$ cat config.mk
export PLATFORM = sky130hd
export DESIGN_NAME = scp_serial_config
export DESIGN_NICKNAME = d
export VERILOG_FILES = /design/src/scp_pkg.sv /design/src/scp_serial_config.sv
export VERILOG_INCLUDE_DIRS = /design/src
export SDC_FILE = /design/constraint.sdc
export NUM_CORES = 1
export LEC_CHECK = 0
export ABC_CLOCK_PERIOD_IN_PS = 3150
export BUFFER_PORTS_ARGS = -buffer_cell sky130_fd_sc_hd__buf_2
export CAP_MARGIN = 10
export CELL_PAD_IN_SITES_DETAIL_PLACEMENT = 0
export CELL_PAD_IN_SITES_GLOBAL_PLACEMENT = 1
export CORE_ASPECT_RATIO = 2
export CORE_MARGIN = 2
export CORE_UTILIZATION = 35
export DETAILED_ROUTE_END_ITERATION = 16
export PLACE_DENSITY_LB_ADDON = 0.1
export RECOVER_POWER = 25
export SYNTH_ARGS = -nofsm -noshare
export SYNTH_HDL_FRONTEND = slang
export SYNTH_SLANG_ARGS = --single-unit
$ cat constraint.sdc
create_clock -name sys_clk -period 3.15 [get_ports sys_clk]
set_clock_uncertainty 0.2 [all_clocks]
set_input_delay 0.63 -clock sys_clk [delete_from_list [all_inputs] [get_ports sys_clk]]
set_output_delay 0.63 -clock sys_clk [all_outputs]
set_load 0.01 [all_outputs]
$ cat src/scp_consts.svh
`ifndef SCP_CONSTS_SVH
`define SCP_CONSTS_SVH

// Register indexes (byte address is four times the index)
`define SCP_IDX_ACTIVATE 10'h030
`define SCP_IDX_BASE_HIGH 10'h060
`define SCP_IDX_BASE_LOW 10'h061
`define SCP_IDX_IRQ_NUMBER 10'h070
`define SCP_IDX_IRQ_TYPE 10'h071
`define SCP_IDX_DMA_A 10'h074
`define SCP_IDX_DMA_B 10'h075
`define SCP_IDX_ONE_CONFIG 10'h0F0
`define SCP_IDX_TWO_CONFIG 10'h1F0

// Reset values
`define SCP_RST_ACTIVATE 8'h00
`define SCP_RST_BASE_HIGH 8'h03
`define SCP_RST_BASE_LOW 8'hF8
`define SCP_RST_IRQ_NUMBER 8'h04
`define SCP_RST_IRQ_TYPE 8'h03
`define SCP_RST_DMA 8'h04
`define SCP_RST_CONFIG 8'h02

// Configuration register field positions
`define SCP_CFG_BANK_BIT 7
`define SCP_CFG_BUSY_BIT 2
`define SCP_CFG_POWER_BIT 1
`define SCP_CFG_FLOAT_BIT 0

// Other field positions
`define SCP_IRQ_TYPE_RW_BIT 1
`define SCP_IRQ_WAKE_BIT 4
`define SCP_ACT_BIT 0

`endif

$ cat src/scp_pkg.sv
package scp_pkg;

   // Register selected by an APB address
   typedef enum logic [3:0]
   {
      REG_NONE = 4'h0,
      REG_ACTIVATE = 4'h1,
      REG_BASE_HIGH = 4'h2,
      REG_BASE_LOW = 4'h3,
      REG_IRQ_NUMBER = 4'h4,
      REG_IRQ_TYPE = 4'h5,
      REG_DMA = 4'h6,
      REG_ONE_CONFIG = 4'h7,
      REG_TWO_CONFIG = 4'h8
   } scp_reg_e;

   // Writable bits of a port configuration register
   typedef struct packed
   {
      logic bankEnable;
      logic powerNormal;
      logic floatInactive;
   } scp_cfg_s;

endpackage

$ cat src/scp_serial_config.sv
// Summary of operation
// - Configuration register resets to 02h, reserved zero
// - Bank enable clear blocks extended bank access
// - Bank enable set permits bank switching
// - Bit 2 is read-only transfer busy
// - Low power active stops clock, defaults outputs
// - Low power ring input can still interrupt
// - Low power keeps registers; inactive blocks access
// - Normal power active runs clock, full function
// - Float bit with inactive device floats outputs
// - Infrared transmit low whenever infrared inactive
// - Base high resets 03h, bits 7-3 zero
// - Base low resets F8h, bits 2-0 zero
// - Interrupt type only bit 1 writable, 03h
// - Both DMA reports read-only 04h
// - Interrupt number holds wake enable, 04h
// - Activation register read-write, resets 00h
// - Inactive device blocks runtime register access
// - Port one config shares port two layout
`include "scp_consts.svh"
`timescale 1ns/1ps
`default_nettype none

module scp_serial_config
(
   // Clock and reset
   input wire logic sys_clk,
   input wire logic rst,
   // APB slave
   input wire logic psel,
   input wire logic penable,
   input wire logic pwrite,
   input wire logic [11:0] paddr,
   input wire logic [31:0] pwdata,
   output logic [31:0] prdata,
   output logic pready,
   output logic pslverr,
   // Port status (index 0 port one, 1 port two)
   input wire logic portTwoActive,
   input wire logic [1:0] transferBusy,
   input wire logic [1:0] uartTxIn,
   input wire logic ringIndicatorIn,
   input wire logic irActive,
   input wire logic irTxIn,
   // Port controls
   output logic [1:0] portClkEn,
   output logic [1:0] runtimeAccessEn,
   output logic [1:0] bankAccessEn,
   output logic [1:0] serialTxOut,
   output logic [1:0] serialTxOe,
   output logic infraredTransmitOut,
   output logic ringWakeIrq
);

   ////////////////////////////////////////////////////////////////////////
   // Storage

   logic [7:0] activateQ; // Port one activation
   logic [2:0] baseHighQ; // Writable base high bits
   logic [4:0] baseLowQ; // Writable base low bits
   logic [7:0] irqNumberQ; // Interrupt number and wake enable
   logic irqTypeQ; // Only writable interrupt type bit
   scp_pkg::scp_cfg_s cfgQ [2]; // Port configuration bits
   logic [31:0] prdataQ; // Read data register
   logic preadyQ; // Access phase answer
   logic pslverrQ; // Unmapped address answer
   logic [1:0] portActive; // Activation of each port
   scp_pkg::scp_reg_e selNow; // Decoded register
   logic wrTake; // Write takes effect this edge
   logic [7:0] wbyte; // Written byte

   // Decode of a word address into a register
   function automatic scp_pkg::scp_reg_e decodeReg(input logic [11:0] addr);
      logic [9:0] idx;
      idx = addr[11:2];
      case (idx)
         `SCP_IDX_ACTIVATE: decodeReg = scp_pkg::REG_ACTIVATE;
         `SCP_IDX_BASE_HIGH: decodeReg = scp_pkg::REG_BASE_HIGH;
         `SCP_IDX_BASE_LOW: decodeReg = scp_pkg::REG_BASE_LOW;
         `SCP_IDX_IRQ_NUMBER: decodeReg = scp_pkg::REG_IRQ_NUMBER;
         `SCP_IDX_IRQ_TYPE: decodeReg = scp_pkg::REG_IRQ_TYPE;
         `SCP_IDX_DMA_A: decodeReg = scp_pkg::REG_DMA;
         `SCP_IDX_DMA_B: decodeReg = scp_pkg::REG_DMA;
         `SCP_IDX_ONE_CONFIG: decodeReg = scp_pkg::REG_ONE_CONFIG;
         `SCP_IDX_TWO_CONFIG: decodeReg = scp_pkg::REG_TWO_CONFIG;
         default: decodeReg = scp_pkg::REG_NONE;
      endcase
   endfunction

   // Layout shared by both config registers, busy from live input
   function automatic logic [7:0] cfgByte(input scp_pkg::scp_cfg_s c, input logic busy);
      logic [7:0] v;
      v = 8'h00; // Reserved bits read zero
      v[`SCP_CFG_BANK_BIT] = c.bankEnable;
      v[`SCP_CFG_BUSY_BIT] = busy;
      v[`SCP_CFG_POWER_BIT] = c.powerNormal;
      v[`SCP_CFG_FLOAT_BIT] = c.floatInactive;
      cfgByte = v;
   endfunction

   ////////////////////////////////////////////////////////////////////////
   // Bus decode

   always_comb
   begin
      selNow = decodeReg(paddr);
      wrTake = psel && penable && preadyQ && pwrite && !pslverrQ;
      wbyte = pwdata[7:0];
      portActive = {portTwoActive, activateQ[`SCP_ACT_BIT]};
   end

   // Answer in the first access cycle, so each transfer takes two cycles
   always_ff @(posedge sys_clk)
   begin
      if (rst)
      begin
         preadyQ <= 1'b0;
         pslverrQ <= 1'b0;
      end
      else
      begin
         preadyQ <= psel && !penable;
         pslverrQ <= psel && !penable && (selNow == scp_pkg::REG_NONE);
      end
   end

   // Read data captured at the setup edge; registers stay readable
   // in low power mode
   always_ff @(posedge sys_clk)
   begin
      if (rst)
      begin
         prdataQ <= 32'h0000_0000;
      end
      else if (psel && !penable && !pwrite)
      begin
         case (selNow)
            scp_pkg::REG_ACTIVATE: prdataQ <= {24'h000000, activateQ};
            scp_pkg::REG_BASE_HIGH: prdataQ <= {27'h0000000, 2'h0, baseHighQ};
            scp_pkg::REG_BASE_LOW: prdataQ <= {24'h000000, baseLowQ, 3'h0};
            scp_pkg::REG_IRQ_NUMBER: prdataQ <= {24'h000000, irqNumberQ};
            scp_pkg::REG_IRQ_TYPE: prdataQ <= {24'h000000, 6'h00, irqTypeQ, 1'b1};
            scp_pkg::REG_DMA: prdataQ <= {24'h000000, `SCP_RST_DMA};
            scp_pkg::REG_ONE_CONFIG: prdataQ <= {24'h000000, cfgByte(cfgQ[0], transferBusy[0])};
            scp_pkg::REG_TWO_CONFIG: prdataQ <= {24'h000000, cfgByte(cfgQ[1], transferBusy[1])};
            default: prdataQ <= 32'h0000_0000; // Unmapped reads zero
         endcase
      end
      else if (!psel)
      begin
         prdataQ <= 32'h0000_0000;
      end
   end

   ////////////////////////////////////////////////////////////////////////
   // Register writes

   // Activation, base, interrupt number and type of port one
   always_ff @(posedge sys_clk)
   begin
      if (rst)
      begin
         activateQ <= `SCP_RST_ACTIVATE;
         baseHighQ <= 3'(`SCP_RST_BASE_HIGH);
         baseLowQ <= 5'(`SCP_RST_BASE_LOW >> 3);
         irqNumberQ <= `SCP_RST_IRQ_NUMBER;
         irqTypeQ <= 1'(`SCP_RST_IRQ_TYPE >> `SCP_IRQ_TYPE_RW_BIT);
      end
      else if (wrTake)
      begin
         case (selNow)
            scp_pkg::REG_ACTIVATE: activateQ <= wbyte;
            scp_pkg::REG_BASE_HIGH: baseHighQ <= wbyte[2:0];
            scp_pkg::REG_BASE_LOW: baseLowQ <= wbyte[7:3];
            scp_pkg::REG_IRQ_NUMBER: irqNumberQ <= wbyte;
            scp_pkg::REG_IRQ_TYPE: irqTypeQ <= wbyte[`SCP_IRQ_TYPE_RW_BIT];
            default: ; // DMA reports and others ignore writes
         endcase
      end
   end

   // Config registers; busy and reserved bits have no storage
   generate
      for (genvar p = 0; p < 2; p++)
      begin : g_cfg
         localparam scp_pkg::scp_reg_e MYREG = (p == 0) ? scp_pkg::REG_ONE_CONFIG : scp_pkg::REG_TWO_CONFIG;
         always_ff @(posedge sys_clk)
         begin
            if (rst)
            begin
               cfgQ[p].bankEnable <= 1'(`SCP_RST_CONFIG >> `SCP_CFG_BANK_BIT);
               cfgQ[p].powerNormal <= 1'(`SCP_RST_CONFIG >> `SCP_CFG_POWER_BIT);
               cfgQ[p].floatInactive <= 1'(`SCP_RST_CONFIG >> `SCP_CFG_FLOAT_BIT);
            end
            else if (wrTake && selNow == MYREG)
            begin
               cfgQ[p].bankEnable <= wbyte[`SCP_CFG_BANK_BIT];
               cfgQ[p].powerNormal <= wbyte[`SCP_CFG_POWER_BIT];
               cfgQ[p].floatInactive <= wbyte[`SCP_CFG_FLOAT_BIT]; // Busy write dropped
            end
         end
      end
   endgenerate

   ////////////////////////////////////////////////////////////////////////
   // Port control outputs

   logic [1:0] clkEnQ; // Port clock gate
   logic [1:0] runAccQ; // Runtime register access
   logic [1:0] bankAccQ; // Extended bank access
   logic [1:0] txQ; // Serial output level
   logic [1:0] txOeQ; // Serial output enable

   generate
      for (genvar p = 0; p < 2; p++)
      begin : g_port
         // Access permits follow activation and bank enable
         always_ff @(posedge sys_clk)
         begin
            if (rst)
            begin
               runAccQ[p] <= 1'b0;
               bankAccQ[p] <= 1'b0;
            end
            else
            begin
               runAccQ[p] <= portActive[p];
               bankAccQ[p] <= portActive[p] && cfgQ[p].bankEnable;
            end
         end

         // Clock and pin state per power mode
         always_ff @(posedge sys_clk)
         begin
            if (rst)
            begin
               clkEnQ[p] <= 1'b0;
               txQ[p] <= 1'b1;
               txOeQ[p] <= 1'b1;
            end
            else if (!portActive[p])
            begin
               clkEnQ[p] <= 1'b0;
               txQ[p] <= 1'b1;
               txOeQ[p] <= !cfgQ[p].floatInactive;
            end
            else if (!cfgQ[p].powerNormal)
            begin
               // Low power: idle mark level, clock stopped
               clkEnQ[p] <= 1'b0;
               txQ[p] <= 1'b1;
               txOeQ[p] <= 1'b1;
            end
            else
            begin
               clkEnQ[p] <= 1'b1;
               txQ[p] <= uartTxIn[p];
               txOeQ[p] <= 1'b1;
            end
         end
      end
   endgenerate

   // Infrared pin always driven, forced low unless infrared runs
   logic irOutQ; // Infrared output level
   always_ff @(posedge sys_clk)
   begin
      if (rst)
      begin
         irOutQ <= 1'b0;
      end
      else
      begin
         irOutQ <= irActive && portActive[1] && cfgQ[1].powerNormal && irTxIn;
      end
   end

   // Ring wake only matters in low power; normal mode uses the UART path
   logic ringIrqQ; // Ring wake request
   always_ff @(posedge sys_clk)
   begin
      if (rst)
      begin
         ringIrqQ <= 1'b0;
      end
      else
      begin
         ringIrqQ <= portActive[0] && !cfgQ[0].powerNormal
                     && irqNumberQ[`SCP_IRQ_WAKE_BIT] && ringIndicatorIn;
      end
   end

   // Outputs straight from flip-flops
   assign prdata = prdataQ;
   assign pready = preadyQ;
   assign pslverr = pslverrQ;
   assign portClkEn = clkEnQ;
   assign runtimeAccessEn = runAccQ;
   assign bankAccessEn = bankAccQ;
   assign serialTxOut = txQ;
   assign serialTxOe = txOeQ;
   assign infraredTransmitOut = irOutQ;
   assign ringWakeIrq = ringIrqQ;

   logic setupRead; // Setup cycle of a read
   assign setupRead = psel && !penable && !pwrite;
endmodule

`default_nettype wire

==> flow_summary.json, run 1 <==
{
  "multi_input_area_mm2": 0.00123,
  "hold_viol": 0,
  "cpMaxStageDelayCell": "clkbuf_1",
  "post_dp_cell_area_mm2": 0.00278,
  "nets": 368,
  "fill_cells": 770,
  "chipWidth_um": 64.3,
  "clock_latency_ns": 0.30,
  "layout_common_cells": "dfxtp_1, buf_2, conb_1, nand2_1, nor2_1",
  "peakVddDrop_mv": 0.324,
  "finalMaxSlewViolations": 0,
  "fin_hold_ws_ns": 0.247,
  "drc": 0,
  "num_vias": 1957,
  "dieArea_mm2": 0.00801,
  "area_growth_pct": 14.9,
  "timing.slew.headroom_pct": 2.67,
  "core-area_mm2": 0.00716,
  "p_comb_share_pct": 6.8,
  "path_class": "in -> reg",
  "cts_resized": 0,
  "portBuffers": 52,
  "numCtsBuffers": 5,
  "final-setup-viol-count": 0,
  "antenna_found_initial": 0,
  "vias_per_cell": 4.84,
  "routed_wl_um": 6000,
  "power.switching_mw": 0.320,
  "final_common_cell": "dfxtp_1",
  "crit_fanout": 34,
  "dr.pass1.iters": 4,
  "cts_hold_buf": 0,
  "gr-total-overflow": 0,
  "post_cts_buffers": 0,
  "status": "complete, no violations",
  "die_y_um": 125,
  "clk_pin_slew_ns": 0.07,
  "worstHoldPathType": "reg -> reg",
  "switching_share_pct": 23.1,
  "critPathCaptureType": "flip-flop",
  "p_leak_nw": 1.10,
  "worst_pin_slew_ns": 1.46,
  "yosysSeqAreaShare_pct": 44.1,
  "cp_cell_sequence": "clkbuf_1, nand2b_1, or2_2, a311o_1, a22oi_2",
  "grt_pass1_vias": 1880,
  "grt_max_degree": 35,
  "diodes": 0,
  "gp_congestion": 0.846,
  "final_area_mm2": 0.00292,
  "initial_core_util_pct": 35.5,
  "yosys_warnings": 0,
  "cts_buffer_depth": 2,
  "wl_per_cell_um": 14.8,
  "cts_tree": "done",
  "max_freq_mhz": 389,
  "rsz0062_at_grt": "false",
  "internal-power_mw": 1.06,
  "drt_iter0_drc": 71,
  "track_usage_pct": 15.6,
  "powerDensity_mw_per_mm2": 473,
  "seqPwrFrac_pct": 49.9,
  "cts_root_buf": "clkbuf_16",
  "register_area_mm2": 0.00112,
  "drive_gt1_share_pct": 20.8,
  "drv_cap": 0,
  "dpl.hpwl_um": 4460,
  "fin_setup_tns_ns": 0,
  "yosysUniqueCellTypes": 53,
  "min_period_over_period_pct": 81.6,
  "fin_crit_ns": 2.57,
  "syn_inst": 261,
  "cts_sinks": 53,
  "synth.cell_area_mm2": 0.00254,
  "io-pin-count": 103,
  "grt_first_pass_wirelength_um": 9420,
  "cp.arrival_ns": 2.54,
  "htree_levels": 2,
  "pwr-share-clk_pct": 43.3,
  "drtAntennaViolNets": 0,
  "cp_slowest_stage_delay_ns": 1.03,
  "critPathLaunchType": "primary input",
  "synth_area_per_cell_um2": 9.75,
  "ys_seq_elements": 53,
  "fp-row-count": 44,
  "cp.required_ns": 3.12
}
[sequential cells by signal, summed over array words and instances (netlist names), 3 cells and up]
register	cells
cfgQ	6
activateQ	8
prdata	8
baseLowQ	5
baseHighQ	3
irqNumberQ	8
[cell families (layout without fill, tap and decap cells)]
kind of cell	after synthesis	in the layout	share of synthesized area, %
AOI/OAI and AO/OA	40	40	11.4
buffers and inverters	40	68	11.0
DFF	53	53	44.1
muxes	16	16	6.30
other	1	24	0.147
and+or+nand+nor	111	111	27.1
[worst paths after layout]
kind | start | depth (start not counted) | end | slack (ns)
max | rst | 5 | prdata[2]$_SDFFE_PP0P_ | 0.58
min | prdata[7]$_SDFFE_PP0P_ | 2 | prdata[7]$_SDFFE_PP0P_ | 0.25
max reg2reg | pready$_SDFF_PP0_ | 5 | activateQ[5]$_SDFFE_PP0P_ | 0.96
min reg2reg | prdata[7]$_SDFFE_PP0P_ | 2 | prdata[7]$_SDFFE_PP0P_ | 0.25
[cell usage after synthesis (all sizes together)]
cell    count  share of area, %
dfxtp      47                37
buf        31               9.5
nand2      20               3.0
nor2       17               2.5
mux2i      16               6.3
nand3      15               3.0
and2       12               3.0
nand2b     11               2.7
a21oi      10               2.0
nor3       10               2.4
o21ai       7               1.4
clkbuf      6               1.0
edfxtp      6               7.1
nor2b       4              0.98
nor4        4               2.8
a211o       3               1.0
a221oi      3               1.0
a222oi      3               1.2
inv         3              0.44
nand4       3              0.74
nor4b       3               1.9
a22o        2              0.69
a22oi       2              0.79
a311o       2              0.79
and3        2              0.49
o21bai      2              0.59
or3         2              0.69
or3b        2              0.69
or4b        2              0.93
a211oi      1              0.30
a21o        1              0.30
a221o       1              0.39
a32oi       1              0.34
and4        1              0.34
and4b       1              0.39
conb        1              0.15
o211ai      1              0.30
o32ai       1              0.34
or2         1              0.25
or2b        1              0.34
[per-stage QoR]
stage | std cells | power (mW) | utilization (%) | worst slack, ns
3_3_place_gp | 396 | 0.800 | 38.8 | 0.372
4_1_cts | 404 | 1.40 | 41.1 | 0.680
3_5_place_dp | 396 | 0.800 | 38.8 | 0.366
2_1_floorplan | 284 | 0.786 | - | 0.651
6_report | 404 | 1.38 | 40.8 | 0.579
5_1_grt | 404 | 1.44 | 40.8 | 0.371
[routing by layer]
layer  vias to the layer above  routed length (µm)  global-route usage [%]
li1                        982                   -                       -
met1                       910                2520                    18.2
met2                        55                3040                    26.5
met3                        10                 286                    2.89
met4                         0                 152                    8.01
met5                         -                   0                       0
[power groups by stage]
stage          registers, mW  logic [mW]  clock network, mW
2_1_floorplan          0.706      0.0794                  0
3_3_place_gp           0.705      0.0948                  0
3_5_place_dp           0.705      0.0954                  0
4_1_cts                0.689      0.0958              0.614
5_1_grt                0.690       0.103              0.643
6_report               0.689      0.0941              0.598
[critical path: cells and delay by family]
family | cells | cell delay, ns
buf+inv | 1 | 1.03
compound gates | 2 | 0.47
simple gates | 2 | 0.41
[layout make-up]
class	count	share of cell area [%]
clock buffer	6	5.14
clock inverter	2	0.514
inverter	3	0.385
multi-input combinational	191	42.1
sequential	53	38.4
tap	92	3.94
timing repair buffer	57	9.55
Power figures use the tool's default switching activity.
==> run 2, diff against run 1 <==
ABC_AREA = 1   (was unset)
ABC_CLOCK_PERIOD_IN_PS = 2100   (was 3150)
CORE_UTILIZATION = 30   (was 35)
clock period = 2.1 ns   (was 3.15 ns; I/O delays follow)
==> run 2 against run 1 <==
  * Sequential cell count unchanged
  * Via count increased by 17%
  * Worst setup slack worse by 0.16 ns
  * Combinational power increased by 68%
  * Die area is 16% higher
  * Sequential power increased by 49%
  * Routed wire length is 11% higher
  * Synthesized cell count grew 28%
  * First-iteration DRC count up 5.6%
  * Largest cell class is now sequential cells
==> flow_summary.json, run 2 <==
{
  "rsz0062_at_grt": "false",
  "worstHoldPathType": "in -> reg",
  "vias_per_cell": 4.57,
  "path_delay_family": "buffers and inverters",
  "portBuffers": 52,
  "timing.slew.headroom_pct": 40.8,
  "synth_area_per_cell_um2": 7.60,
  "layout_common_cells": "nand2_1, dfxtp_1, buf_2, inv_1, nor2_1",
  "drt_iter0_drc": 75,
  "critPathLaunchType": "primary input",
  "crit_top_cell": "clkbuf_1",
  "hold_start": "uartTxIn[0]",
  "p_comb_share_pct": 7.5,
  "post_cts_buffers": 0,
  "async_flop_share_pct": 0,
  "final-setup-viol-count": 0,
  "synth.cell_area_mm2": 0.00255,
  "chipWidth_um": 69.2,
  "cts_hold_buf": 0,
  "status": "complete, no violations",
  "drive_gt1_share_pct": 22.3,
  "clk_pin_slew_ns": 0.07,
  "synth_most_common_cell": "nand2_1",
  "worst_pin_slew_ns": 0.887,
  "r2r_start": "pready$_SDFF_PP0_",
  "grt_pass1_vias": 2149,
  "gp_congestion": 0.812,
  "synth_top_family_by_area": "simple AND/OR/NAND/NOR gates",
  "fill_cells": 922,
  "min_period_over_period_pct": 79.9,
  "grt_max_degree": 19,
  "io-pin-count": 103,
  "register_area_mm2": 0.00112,
  "clock_latency_ns": 0.29,
  "final_cells": 501,
  "die_y_um": 134,
  "numCtsBuffers": 5,
  "routed_wl_um": 6660,
  "synth_edf_count": 6,
  "cp_slowest_stage_delay_ns": 0.71,
  "cts_tree": "done",
  "nets": 459,
  "dieArea_mm2": 0.00929,
  "critPathLaunch": "rst",
  "yosys_warnings": 0,
  "cts_resized": 0,
  "path_class": "in -> reg",
  "synth-simple-area-share_pct": 28.5,
  "dpl.hpwl_um": 5360,
  "fp-row-count": 47,
  "critPathCaptureType": "flip-flop",
  "multi_input_area_mm2": 0.00112,
  "drv_cap": 0,
  "cts_root_buf": "clkbuf_16",
  "ys_seq_elements": 53,
  "grt_first_pass_wirelength_um": 10600,
  "dp.cells": 493,
  "area_growth_pct": 20.8,
  "initial_core_util_pct": 30.7,
  "synth-main-ff-cell": "dfxtp_1",
  "yosysSeqAreaShare_pct": 44.0,
  "p_total_mw": 2.12,
  "yosysUniqueCellTypes": 27,
  "hold_viol": 0,
  "syn_inst": 335,
  "peakVddDrop_mv": 0.426,
  "synth_top_area_cell": "dfxtp_1",
  "fin_setup_tns_ns": 0,
  "diodes": 0,
  "synth-xor-area-share_pct": 0,
  "gr-total-overflow": 0,
  "crit_fanout": 17,
  "finalMaxSlewViolations": 0,
  "cpMaxStageDelayCell": "clkbuf_1",
  "internal-power_mw": 1.60,
  "power.switching_mw": 0.518,
  "fin_crit_ns": 1.68,
  "synthTopCellsByArea": "dfxtp_1, nand2_1, buf_4",
  "max_freq_mhz": 596,
  "seqPwrFrac_pct": 48.7,
  "drtAntennaViolNets": 0,
  "worst-path-buf-inv": 2,
  "dr.pass1.iters": 4,
  "synth_common_cells": "nand2_1, dfxtp_1, inv_1, nor2_1, nand3_1",
  "pwr-share-clk_pct": 43.8,
  "yosys.area_share.adder_pct": 0,
  "drc": 0,
  "synthDominantCellAreaShare_pct": 36.9,
  "cp.arrival_ns": 1.62,
  "antenna_found_initial": 0,
  "powerDensity_mw_per_mm2": 690,
  "synth-compound-area-share_pct": 11.9,
  "num_vias": 2292,
  "cp.required_ns": 2.04,
  "track_usage_pct": 14.6,
  "switching_share_pct": 24.4,
  "cp_cell_sequence": "clkbuf_1, clkbuf_1, nor4_1",
  "cts_buffer_depth": 2,
  "core-area_mm2": 0.00829,
  "wl_per_cell_um": 13.3,
  "final_common_cell": "nand2_1",
  "cts_sinks": 53,
  "p_leak_nw": 1.42,
  "synthMuxAreaShare_pct": 0,
  "htree_levels": 2
}
## run 2: changes by cell type after synthesis, moves of 7 or more
cell / previous run / this run
o21ai_0: 1 / 17
nand4_1: 3 / 13
o211ai_1: 1 / 8
and2_1: 11 / 0
nand2b_1: 11 / 0
nor2_1: 17 / 37
nand3_1: 15 / 28
a21oi_1: 10 / 20
inv_1: 3 / 39
mux2i_1: 16 / 0
nand2_1: 19 / 58
## run 2: cell type report
type | count | area share, %
clock buffer | 6 | 4.88
clock inverter | 2 | 0.651
inverter | 43 | 5.25
multi-input combinational | 229 | 36.4
sequential | 53 | 36.4
tap | 98 | 3.99
timing repair buffer | 70 | 12.4
## run 2: power by group through the flow
stage	clock network, mW	logic (mW)	registers [mW]
after global routing	0.997	0.179	1.04
after global placement	0	0.161	1.06
after CTS	0.963	0.163	1.03
after floorplan	0	0.117	1.06
final	0.930	0.158	1.03
after detailed placement	0	0.163	1.06
## run 2: final timing paths
check | to | slack, ns | cells after the start
worst max-delay path | pslverr$_SDFF_PP0_ | 0.42 | 3
worst max register to register | irqNumberQ[6]$_SDFFE_PP0P_ | 0.50 | 7
worst min register to register | activateQ[2]$_SDFFE_PP0P_ | 0.25 | 2
worst min-delay path | serialTxOut[0]$_SDFF_PP1_ | 0.10 | 3
## run 2: cell families (layout without fill, tap and decap cells)
group           count (synthesis)  after routing
compound gates                 50             50
buf+inv                        76            121
flops                          53             53
other cells                     1             24
simple gates                  155            155
## run 2: tightest hold or removal path, stage by stage
cell	delay [ns]
buf_2	0.07
inv_1	0.03
nand2_1	0.05
## run 2: stage by stage
step	area, µm²	setup slack [ns]	utilization (%)	hold slack [ns]
after floorplan	2630	0.282	-	0.224
after global placement	2920	0.148	35.2	0.236
after detailed placement	2920	0.104	35.2	0.239
after CTS	3090	0.411	37.3	0.0937
after global routing	3080	0.265	37.1	0.110
final	3080	0.422	37.1	0.103
## run 2: routing by layer
| layer | vias to the layer above | routed length, µm | part of all wire, % | GRT usage [%] |
|---|---|---|---|---|
| li1 | 1182 | - | - | - |
| met5 | - | 0 | 0 | 0 |
| met4 | 0 | 192 | 2.9 | 6.97 |
| met3 | 9 | 272 | 4.1 | 2.03 |
| met2 | 71 | 3620 | 54 | 27.6 |
| met1 | 1030 | 2570 | 39 | 15.6 |
